[src/rtl/pwc_defines.svh]
`ifndef PWC_DEFINES_SVH
`define PWC_DEFINES_SVH

// ****************************************
// Register indices (byte address = 4 x index)
// ****************************************
`define PWC_IDX_CLOCK_SELECT 6'h05
`define PWC_IDX_PLL_CONTROL 6'h06
`define PWC_IDX_AUX_CONTROL 6'h0B
`define PWC_IDX_STATUS 6'h0C

// ****************************************
// Clock select fields
// ****************************************
`define PWC_CS_CORE_WAIT 2
`define PWC_CS_TICK_WAIT 1
`define PWC_CS_WDOG_WAIT 0

// ****************************************
// PLL control fields
// ****************************************
`define PWC_PC_MON_EN 7
`define PWC_PC_POWER 6
`define PWC_PC_AUTO_BW 5
`define PWC_PC_MANUAL_BW 4
`define PWC_PC_SPARE 3
`define PWC_PC_TICK_PSTOP 2
`define PWC_PC_WDOG_PSTOP 1
`define PWC_PC_SC_EN 0

// ****************************************
// Auxiliary control and status fields
// ****************************************
`define PWC_AUX_PLL_WAIT 0
`define PWC_AUX_PSTOP 1
`define PWC_AUX_PLL_SEL 2
`define PWC_ST_SELFCLOCK 0
`define PWC_ST_WAIT 1
`define PWC_ST_STOP 2
`define PWC_ST_BW_HIGH 3

// ****************************************
// Reset values
// ****************************************
`define PWC_RST_CLOCK_SELECT 8'h00
`define PWC_RST_PLL_CONTROL 8'h00
`define PWC_RST_AUX 3'h0

`endif

[src/rtl/pwc_pkg.sv]
// ****************************************
// Types shared by the clock control block
// ****************************************
package pwc_pkg;

	// Power mode of the part as seen by the clock logic.
	typedef enum logic [1:0] {
		MODE_RUN,
		MODE_WAIT,
		MODE_STOP
	} mode_t;

	// Whole state of the block, registered in one place.
	typedef struct packed {
		mode_t mode;
		logic [7:0] clock_sel;
		logic [7:0] pll_ctl;
		logic [2:0] aux;
		logic wdog_once;
		logic sc_once;
		logic selfclock;
		logic [2:0] sync_special;
		logic [2:0] sync_fail;
		logic [2:0] sync_near;
		logic special;
		logic fail;
		logic near;
		logic ack;
		logic [31:0] rdata;
		logic core_clk_en;
		logic tick_run;
		logic tick_clear;
		logic wdog_run;
		logic wdog_clear;
		logic mon_active;
		logic pll_on;
		logic bw_high;
		logic osc_on;
		logic osc_low_amp;
		logic mon_reset;
	} ctl_state_t;

endpackage

[src/rtl/pll_and_wait_clock_control.sv]
// The Wishbone slave port was left to the implementer.
`timescale 1ns/1ps
`include "pwc_defines.svh"

// How it works
// - Core clock gated in wait when set.
// - Tick stops, dividers cleared on wait entry.
// - Watchdog stops in wait; write once normally.
// - Monitor enable write ignored in self-clock.
// - Enabled monitor reacts to failed oscillator.
// - Full stop disables the clock monitor.
// - PLL power write ignored when PLL selected.
// - Self-clock mode forces PLL power on.
// - Powered PLL with auto bandwidth locks itself.
// - Auto picks bandwidth; manual bit otherwise.
// - PLL wait stop forces auto bandwidth.
// - Manual bit selects filter when auto off.
// - Tick runs in pseudo-stop when enabled.
// - Tick dividers frozen, not cleared, pseudo-stop.
// - Watchdog runs in pseudo-stop when enabled.
// - Watchdog dividers frozen in pseudo-stop.
// - Self-clock enable write once, sticky.
// - Failure gives reset or self-clock mode.
// - Status shows self-clock mode.
// - Pseudo-stop keeps oscillator at low amplitude.
module pll_and_wait_clock_control (
	input wire logic clk_sys, // Bus clock.
	input wire logic arst_n, // Asynchronous reset, low.
	input wire logic wb_cyc, // Wishbone cycle.
	input wire logic wb_stb, // Wishbone strobe.
	input wire logic wb_we, // Wishbone write enable.
	input wire logic [7:0] wb_adr, // Wishbone byte address.
	input wire logic [3:0] wb_sel, // Wishbone byte selects.
	input wire logic [31:0] wb_dat_w, // Wishbone write data.
	output logic [31:0] wb_dat_r, // Wishbone read data.
	output logic wb_ack, // Wishbone acknowledge.
	input wire logic special_mode, // Special mode strap, async.
	input wire logic wait_req, // Core requests wait mode.
	input wire logic stop_req, // Core requests stop mode.
	input wire logic osc_fail, // Monitor sees lost clock, async.
	input wire logic pll_near, // VCO near target, async.
	output logic core_clk_en, // Core clock enable.
	output logic tick_run, // Periodic tick timer runs.
	output logic tick_clear, // Tick divider clear pulse.
	output logic wdog_run, // Watchdog runs.
	output logic wdog_clear, // Watchdog divider clear pulse.
	output logic mon_active, // Clock monitor active.
	output logic pll_on, // PLL analog power.
	output logic bw_high, // High bandwidth filter.
	output logic osc_on, // Oscillator enable.
	output logic osc_low_amp, // Reduced oscillator amplitude.
	output logic mon_reset, // Clock monitor reset request.
	output logic selfclock_status // Running in self-clock mode.
);

	// ****************************************
	// Helpers
	// ****************************************

	// Address decode for one register index.
	function automatic logic hit(input logic [7:0] adr,
		input logic [5:0] idx);
		hit = (adr[7:2] == idx);
	endfunction

	// Pin filter: take the new level once stages two and three agree.
	function automatic logic filt(input logic [2:0] s,
		input logic old);
		filt = (s[1] == s[2]) ? s[2] : old;
	endfunction

	pwc_pkg::ctl_state_t q;
	pwc_pkg::ctl_state_t n;
	logic req;
	logic wr;
	logic wr_cs;
	logic wr_pc;
	logic wr_aux;
	logic enter_wait;
	logic enter_stop;
	logic pstop;
	logic full_stop;
	logic auto_bw;
	logic [7:0] wd;

	// ****************************************
	// Next state
	// ****************************************

	// Bus decode; writes land on the edge where the master sees ack.
	always_comb begin
		req = wb_cyc & wb_stb;
		wr = req & wb_we & q.ack & wb_sel[0];
		wr_cs = wr & hit(wb_adr, `PWC_IDX_CLOCK_SELECT);
		wr_pc = wr & hit(wb_adr, `PWC_IDX_PLL_CONTROL);
		wr_aux = wr & hit(wb_adr, `PWC_IDX_AUX_CONTROL);
		wd = wb_dat_w[7:0];
	end

	// All state updates in one place.
	always_comb begin
		n = q;
		// Outside pins pass three stages before use.
		n.sync_special = {q.sync_special[1:0], special_mode};
		n.sync_fail = {q.sync_fail[1:0], osc_fail};
		n.sync_near = {q.sync_near[1:0], pll_near};
		n.special = filt(q.sync_special, q.special);
		n.fail = filt(q.sync_fail, q.fail);
		n.near = filt(q.sync_near, q.near);

		// Stop has priority over wait.
		if (stop_req) begin
			n.mode = pwc_pkg::MODE_STOP;
		end else if (wait_req) begin
			n.mode = pwc_pkg::MODE_WAIT;
		end else begin
			n.mode = pwc_pkg::MODE_RUN;
		end
		enter_wait = (n.mode == pwc_pkg::MODE_WAIT) &&
			(q.mode != pwc_pkg::MODE_WAIT);
		enter_stop = (n.mode == pwc_pkg::MODE_STOP) &&
			(q.mode != pwc_pkg::MODE_STOP);

		// Clock select: core and tick bits are free to write.
		if (wr_cs) begin
			n.clock_sel[`PWC_CS_CORE_WAIT] = wd[`PWC_CS_CORE_WAIT];
			n.clock_sel[`PWC_CS_TICK_WAIT] = wd[`PWC_CS_TICK_WAIT];
			if (q.special || !q.wdog_once) begin
				n.clock_sel[`PWC_CS_WDOG_WAIT] =
					wd[`PWC_CS_WDOG_WAIT];
			end
			if (!q.special) begin
				n.wdog_once = 1'b1;
			end
		end

		// Auxiliary bits stand in for the upper select bits.
		if (wr_aux) begin
			n.aux = wd[2:0];
		end

		// PLL control writes; monitor enable, power and self-clock enable bits have guards.
		if (wr_pc) begin
			if (!q.selfclock) begin
				n.pll_ctl[`PWC_PC_MON_EN] = wd[`PWC_PC_MON_EN];
			end
			if (!q.aux[`PWC_AUX_PLL_SEL]) begin
				n.pll_ctl[`PWC_PC_POWER] = wd[`PWC_PC_POWER];
			end
			n.pll_ctl[`PWC_PC_AUTO_BW] = wd[`PWC_PC_AUTO_BW];
			n.pll_ctl[`PWC_PC_MANUAL_BW] = wd[`PWC_PC_MANUAL_BW];
			n.pll_ctl[`PWC_PC_TICK_PSTOP] = wd[`PWC_PC_TICK_PSTOP];
			n.pll_ctl[`PWC_PC_WDOG_PSTOP] = wd[`PWC_PC_WDOG_PSTOP];
			// write once, no clear in self-clock
			if (q.special || !q.sc_once) begin
				n.pll_ctl[`PWC_PC_SC_EN] = wd[`PWC_PC_SC_EN] |
					(q.selfclock & q.pll_ctl[`PWC_PC_SC_EN]);
			end
			if (!q.special) begin
				n.sc_once = 1'b1;
			end
		end
		n.pll_ctl[`PWC_PC_SPARE] = 1'b0;
		if (q.aux[`PWC_AUX_PLL_WAIT]) begin
			n.pll_ctl[`PWC_PC_AUTO_BW] = 1'b1;
		end

		pstop = n.aux[`PWC_AUX_PSTOP];
		full_stop = (n.mode == pwc_pkg::MODE_STOP) && !pstop;

		n.mon_active = n.pll_ctl[`PWC_PC_MON_EN] && !full_stop;

		// failure response; mode exits when clock returns.
		n.mon_reset = 1'b0;
		if (q.mon_active && n.fail && !q.selfclock) begin
			if (q.pll_ctl[`PWC_PC_SC_EN]) begin
				n.selfclock = 1'b1;
			end else begin
				n.mon_reset = 1'b1;
			end
		end else if (!n.fail) begin
			n.selfclock = 1'b0;
		end

		// The PLL is deselected on the same edge where it can lose power or lock.
		if ((n.selfclock && !q.selfclock) || enter_stop ||
			(enter_wait && n.aux[`PWC_AUX_PLL_WAIT])) begin
			n.aux[`PWC_AUX_PLL_SEL] = 1'b0;
		end

		n.core_clk_en = !((n.mode == pwc_pkg::MODE_WAIT) &&
			n.clock_sel[`PWC_CS_CORE_WAIT]);

		n.tick_run = !(((n.mode == pwc_pkg::MODE_WAIT) &&
			n.clock_sel[`PWC_CS_TICK_WAIT]) ||
			((n.mode == pwc_pkg::MODE_STOP) &&
			!(pstop && n.pll_ctl[`PWC_PC_TICK_PSTOP])));
		n.tick_clear = enter_wait && n.clock_sel[`PWC_CS_TICK_WAIT];

		n.wdog_run = !(((n.mode == pwc_pkg::MODE_WAIT) &&
			n.clock_sel[`PWC_CS_WDOG_WAIT]) ||
			((n.mode == pwc_pkg::MODE_STOP) &&
			!(pstop && n.pll_ctl[`PWC_PC_WDOG_PSTOP])));
		n.wdog_clear = enter_wait && n.clock_sel[`PWC_CS_WDOG_WAIT];

		// PLL power; wait with PLL wait stop powers it down.
		n.pll_on = n.selfclock || (n.pll_ctl[`PWC_PC_POWER] &&
			!((n.mode == pwc_pkg::MODE_WAIT) &&
			n.aux[`PWC_AUX_PLL_WAIT]));

		auto_bw = n.pll_ctl[`PWC_PC_AUTO_BW];
		n.bw_high = auto_bw ? !n.near :
			n.pll_ctl[`PWC_PC_MANUAL_BW];

		n.osc_on = !full_stop;
		n.osc_low_amp = (n.mode == pwc_pkg::MODE_STOP) && pstop;

		// Single-cycle classic answer; unmapped reads give zero.
		n.ack = req && !q.ack;
		n.rdata = 32'h0000_0000;
		if (req && !q.ack && !wb_we) begin
			if (hit(wb_adr, `PWC_IDX_CLOCK_SELECT)) begin
				n.rdata[2:0] = q.clock_sel[2:0];
			end else if (hit(wb_adr, `PWC_IDX_PLL_CONTROL)) begin
				n.rdata[7:0] = q.pll_ctl;
			end else if (hit(wb_adr, `PWC_IDX_AUX_CONTROL)) begin
				n.rdata[2:0] = q.aux;
			end else if (hit(wb_adr, `PWC_IDX_STATUS)) begin
				n.rdata[`PWC_ST_SELFCLOCK] = q.selfclock;
				n.rdata[`PWC_ST_WAIT] = (q.mode == pwc_pkg::MODE_WAIT);
				n.rdata[`PWC_ST_STOP] = (q.mode == pwc_pkg::MODE_STOP);
				n.rdata[`PWC_ST_BW_HIGH] = q.bw_high;
			end
		end
	end

	// ****************************************
	// State register
	// ****************************************

	// Reset loads zero; the run-state outputs come up one edge later.
	always_ff @(posedge clk_sys or negedge arst_n) begin
		if (!arst_n) begin
			q <= '0;
		end else begin
			q <= n;
		end
	end

	// Outputs straight from the state register.
	always_comb begin
		wb_dat_r = q.rdata;
		wb_ack = q.ack;
		core_clk_en = q.core_clk_en;
		tick_run = q.tick_run;
		tick_clear = q.tick_clear;
		wdog_run = q.wdog_run;
		wdog_clear = q.wdog_clear;
		mon_active = q.mon_active;
		pll_on = q.pll_on;
		bw_high = q.bw_high;
		osc_on = q.osc_on;
		osc_low_amp = q.osc_low_amp;
		mon_reset = q.mon_reset;
		selfclock_status = q.selfclock;
	end
endmodule

[config.mk]
export PLATFORM = sky130hd
export DESIGN_NAME = pll_and_wait_clock_control
export DESIGN_NICKNAME = d
export VERILOG_FILES = /design/src/rtl/pwc_pkg.sv /design/src/rtl/pll_and_wait_clock_control.sv
export VERILOG_INCLUDE_DIRS = /design/src /design/src/rtl
export SDC_FILE = /design/constraint.sdc
export NUM_CORES = 1
export LEC_CHECK = 0
export BUFFER_PORTS_ARGS = -buffer_cell sky130_fd_sc_hd__buf_2
export CORE_ASPECT_RATIO = 1.2
export CORE_MARGIN = 2
export CORE_UTILIZATION = 50
export CTS_CLUSTER_SIZE = 25
export DETAILED_ROUTE_END_ITERATION = 10
export PLACE_DENSITY = 0.9
export SYNTH_ARGS = -nofsm -noshare
export SYNTH_HDL_FRONTEND = slang
export SYNTH_SLANG_ARGS = --single-unit
[constraint.sdc]
create_clock -name clk_sys -period 2.5 [get_ports clk_sys]
set_input_delay 0.75 -clock clk_sys [delete_from_list [all_inputs] [get_ports clk_sys]]
set_output_delay 0.75 -clock clk_sys [all_outputs]
set_load 0.01 [all_outputs]
==> Yosys cells after proc, flatten, opt, wreduce, memory -nomap -nowiden <==
Index checks and enable logic that the tools add are counted.
{ "totals": {"reg_bits": 50, "latch_bits": 0, "ram_bits": 0, "romBits": 0, "input_bits": 54, "out_inout_bits": 45, "mem_count": 0} }
{ "op_classes": {"addsub": 0, "multipliers": 0, "div_mod_pow": 0, "magnitude_cmp": 0, "n_eq_ne": 13, "shifts": 0, "muxes": 28, "bitwise": 10, "reduce_logical": 47} }
{ "op_table": {"columns": ["operator", "count"], "rows": [
  ["$logic_and 1x1->1", 22],
  ["$mux 1", 16],
  ["$mux 4", 4],
  ["$mux 3", 5],
  ["$logic_not 1->1", 14],
  ["$eq 6x3->1 const B", 2],
  ["$eq 6x4->1 const B", 2],
  ["$and 1x1->1", 8],
  ["$mux 8", 1],
  ["$logic_or 1x1->1", 7],
  ["$reduce_and 2->1", 3],
  ["$mux 5", 1],
  ["$eq 2x1->1 const B", 2],
  ["$eq 2x2->1 const B", 2],
  ["$eq 1x1->1", 3],
  ["$mux 2", 1],
  ["$ne 2x1->1 const B", 1],
  ["$ne 2x2->1 const B", 1],
  ["$reduce_bool 2->1", 1],
  ["$not 1->1", 1],
  ["$or 1x1->1", 1]
]} }

==> Logic depth before layout (Yosys ltp) <==
{ "depth": {"ltp_word": 11, "ltp_mapped": 6, "depth_no_buf": 5} }

==> Least setup slack after synthesis <==
OpenSTA, ideal clock, no wires.
{ "synth_path": {"kind": "in2reg", "start": "input wb_adr[7]", "end": "register q (netlist bit pll_on)", "setup_ns": 0.118, "arrival_ns": 1.947, "required_ns": 2.382, "slack_ns": 0.435, "path_stages": 5, "path_buffers": 0, "path_cell_list": "nor4b_4 > nand4_4 > nor2_1 > mux2_1 > a21o_1"} }
{ "synth_lines": {"columns": ["element", "line_no", "source"], "rows": [
  ["start: declaration", "pll_and_wait_clock_control.sv:32", "input wire logic [7:0] wb_adr,"],
  ["end signal: assignment", "pll_and_wait_clock_control.sv:246", "q <= n;"],
  ["end: declaration", "pll_and_wait_clock_control.sv:72", "pwc_pkg::ctl_state_t q;"]
]} }

==> impl_metrics.env <==
export IMPL_status="complete, no violations"
export IMPL_yosys_register_bits=50
export IMPL_regMostFlops="q"
export IMPL_grt_setup_unrepaired="false"
export IMPL_p_per_area_mw_per_mm2=581
export IMPL_clock_sinks=50
export IMPL_final_cell_mix="50 x dfrtp_1, 44 x buf_2, 24 x conb_1"
export IMPL_crit_path_end_kind="register"
export IMPL_pin_count=99
export IMPL_largest_register_ffs=23
export IMPL_final_cells=287
export IMPL_yosysSeqAreaShare=0.568
export IMPL_chipWidth_um=64.6
export IMPL_die_h_um=76.7
export IMPL_dieArea_sq_mm=0.00495
export IMPL_drv_slew=0
export IMPL_n_antenna_cell=0
export IMPL_grt_pass1_vias=1403
export IMPL_yosys_warnings=0
export IMPL_max_cap_violations=0
export IMPL_synth_edf_count=0
export IMPL_worstPathRequired_ns=2.71
export IMPL_fmax_mhz=519
export IMPL_synth_adder_area_share=0.0136
export IMPL_layout_commonest_cell="dfrtp_1"
export IMPL_synth_xor_area_share=0
export IMPL_cp_start_kind="primary input"
export IMPL_ir_drop_mv=0.342
export IMPL_cts_resized=0
export IMPL_syn2layout_area_growth_pct=12.7
export IMPL_wire_per_inst_um=13.6
export IMPL_vias=1435
export IMPL_dpl_cell_count=279
export IMPL_grt_pass1_wl_um=6420
export IMPL_wl_um=3900
export IMPL_setup_viol=0
export IMPL_avgSynthCellArea_sq_um=12.0
export IMPL_clock_latency_ns=0.31
export IMPL_grt_max_degree=28
export IMPL_fin_crit_ns=1.93
export IMPL_core_sq_mm=0.00426
export IMPL_grt_usage=0.172
export IMPL_fin_crit_sh=0.771
export IMPL_drt_iter0_markers=77
export IMPL_gp_congestion=0.892
export IMPL_critPathMaxFanout=8
export IMPL_worst_pin_slew_ns=0.540
export IMPL_gr_total_overflow=0
export IMPL_p_leak_nw=1.39
export IMPL_nFillCells=366
export IMPL_drive_gt1_frac=0.307
export IMPL_syn_instance_count=184
export IMPL_row_count=26
export IMPL_cts_buffers=5
export IMPL_ys_types=43
export IMPL_final_setup_skew_ns=0.00826
export IMPL_root_buffer="clkbuf_8"
export IMPL_worstSetupPathType="primary input to register"
export IMPL_syn_cell_area_sq_mm=0.00220
export IMPL_hp_class="register to register"
export IMPL_muxShareOfSynthArea=0.0642
export IMPL_ant_nets=0
export IMPL_port_buffers=44
export IMPL_synth_compound_area_share=0.0852
export IMPL_vias_per_cell=5.00
export IMPL_maxSlewHeadroom=0.640
export IMPL_crit_arrival_ns=2.14
export IMPL_drt_pass1_iterations=4
export IMPL_cts_tree="built"
export IMPL_post_synth_and_or_nand_nor_area_fraction=0.135
export IMPL_clk_pin_slew_worst_paths_ns=0.09
export IMPL_ys_flop_type="dfrtp_1"
export IMPL_post_cts_buffers=0
export IMPL_antenna_found_initial=0
export IMPL_finalHoldViolCount=0
export IMPL_cts_hold_buf=0
export IMPL_async_reset_ff_frac=1.00
export IMPL_clock_path_buffers=2
export IMPL_fin_setup_tns_ns=0
export IMPL_synth_top_family_by_area="simple AND/OR/NAND/NOR gates"
export IMPL_cts_max_level=2
export IMPL_drc_errors=0
export IMPL_nNetsFinal=284
export IMPL_dp_final_hpwl_um=2970
export IMPL_initial_core_util=0.517
==> path summary, 6_finish.rpt <==
| kind | to | cells past startpoint | slack [ns] | from |
|---|---|---|---|---|
| max | mon_active | 6 | 0.57 | wb_adr[7] |
| min | n[49] | 0 | 0.35 | n[48] |
| max reg2reg | q[61] | 5 | 0.81 | wb_ack |
| min reg2reg | n[49] | 0 | 0.35 | n[48] |
| max in group asynchronous | osc_on | 2 | 1.56 | arst_n |
| min in group asynchronous | q[72] | 1 | 0.41 | arst_n |
==> cell type report <==
class / instances / area, sq um / share of cell area
clock buffers: 6 / 82.6 / 0.0333
clock inverters: 2 / 16.3 / 0.00655
inverters: 12 / 45.0 / 0.0181
multi-input cells: 112 / 747 / 0.301
flip-flops and latches: 50 / 1250 / 0.504
well taps: 56 / 70.1 / 0.0282
repair buffers: 49 / 270 / 0.109
==> layer usage <==
metal	GRT usage	wire length (um)	vias up
li1	-	-	661
met1	0.213	1600	701
met2	0.268	1940	61
met3	0.0557	275	12
met4	0.0872	82	0
met5	0	0	-
==> critical path: stages <==
cell and delay [ns]:
buf_2 0.12, nor4b_4 0.34, nand4_4 0.25, nor2_1 0.18, mux2_2 0.36, and2_1 0.14
==> synthesized netlist by cell type (all sizes together) (3+ instances only) <==
cell type / count / area share
inv: 12 / 0.020
mux2: 5 / 0.029
o21ai: 7 / 0.016
nor2: 10 / 0.017
maj3: 3 / 0.014
and3: 7 / 0.020
and2: 4 / 0.012
nand2: 12 / 0.022
mux2i: 7 / 0.035
buf: 33 / 0.11
a21o: 3 / 0.010
dfrtp: 50 / 0.57
a21oi: 3 / 0.0068
==> cells by family (layout without fill, tap and decap cells) <==
logic type | count (synthesis) | count (layout)
DFF | 50 | 50
and+or+nand+nor | 47 | 47
buffers and inverters | 45 | 69
AOI/OAI and AO/OA | 26 | 26
muxes | 12 | 12
adders and majority gates | 3 | 3
other | 1 | 24
==> where the power goes <==
group	total [mW]	switching, mW	internal [mW]	leakage (nW)
registers	0.840	0.0110	0.829	0.647
clock network	0.497	0.269	0.228	0.0478
logic	0.105	0.0687	0.0365	0.691
==> through the flow <==
stage / utilization / instance area (sq um) / setup slack, ns / hold WS, ns / power [mW]
6_report: 0.583 / 2480 / 0.573 / 0.355 / 1.44
5_1_grt: 0.583 / 2480 / 0.481 / 0.360 / 1.51
4_1_cts: 0.583 / 2480 / 0.553 / 0.357 / 1.45
3_5_place_dp: 0.559 / 2380 / 0.228 / 0.335 / 0.962
3_3_place_gp: 0.559 / 2380 / 0.238 / 0.335 / 0.957
2_1_floorplan: - / 2290 / 0.435 / 0.331 / 0.927
Note: power is estimated with default switching activity, not from simulation.
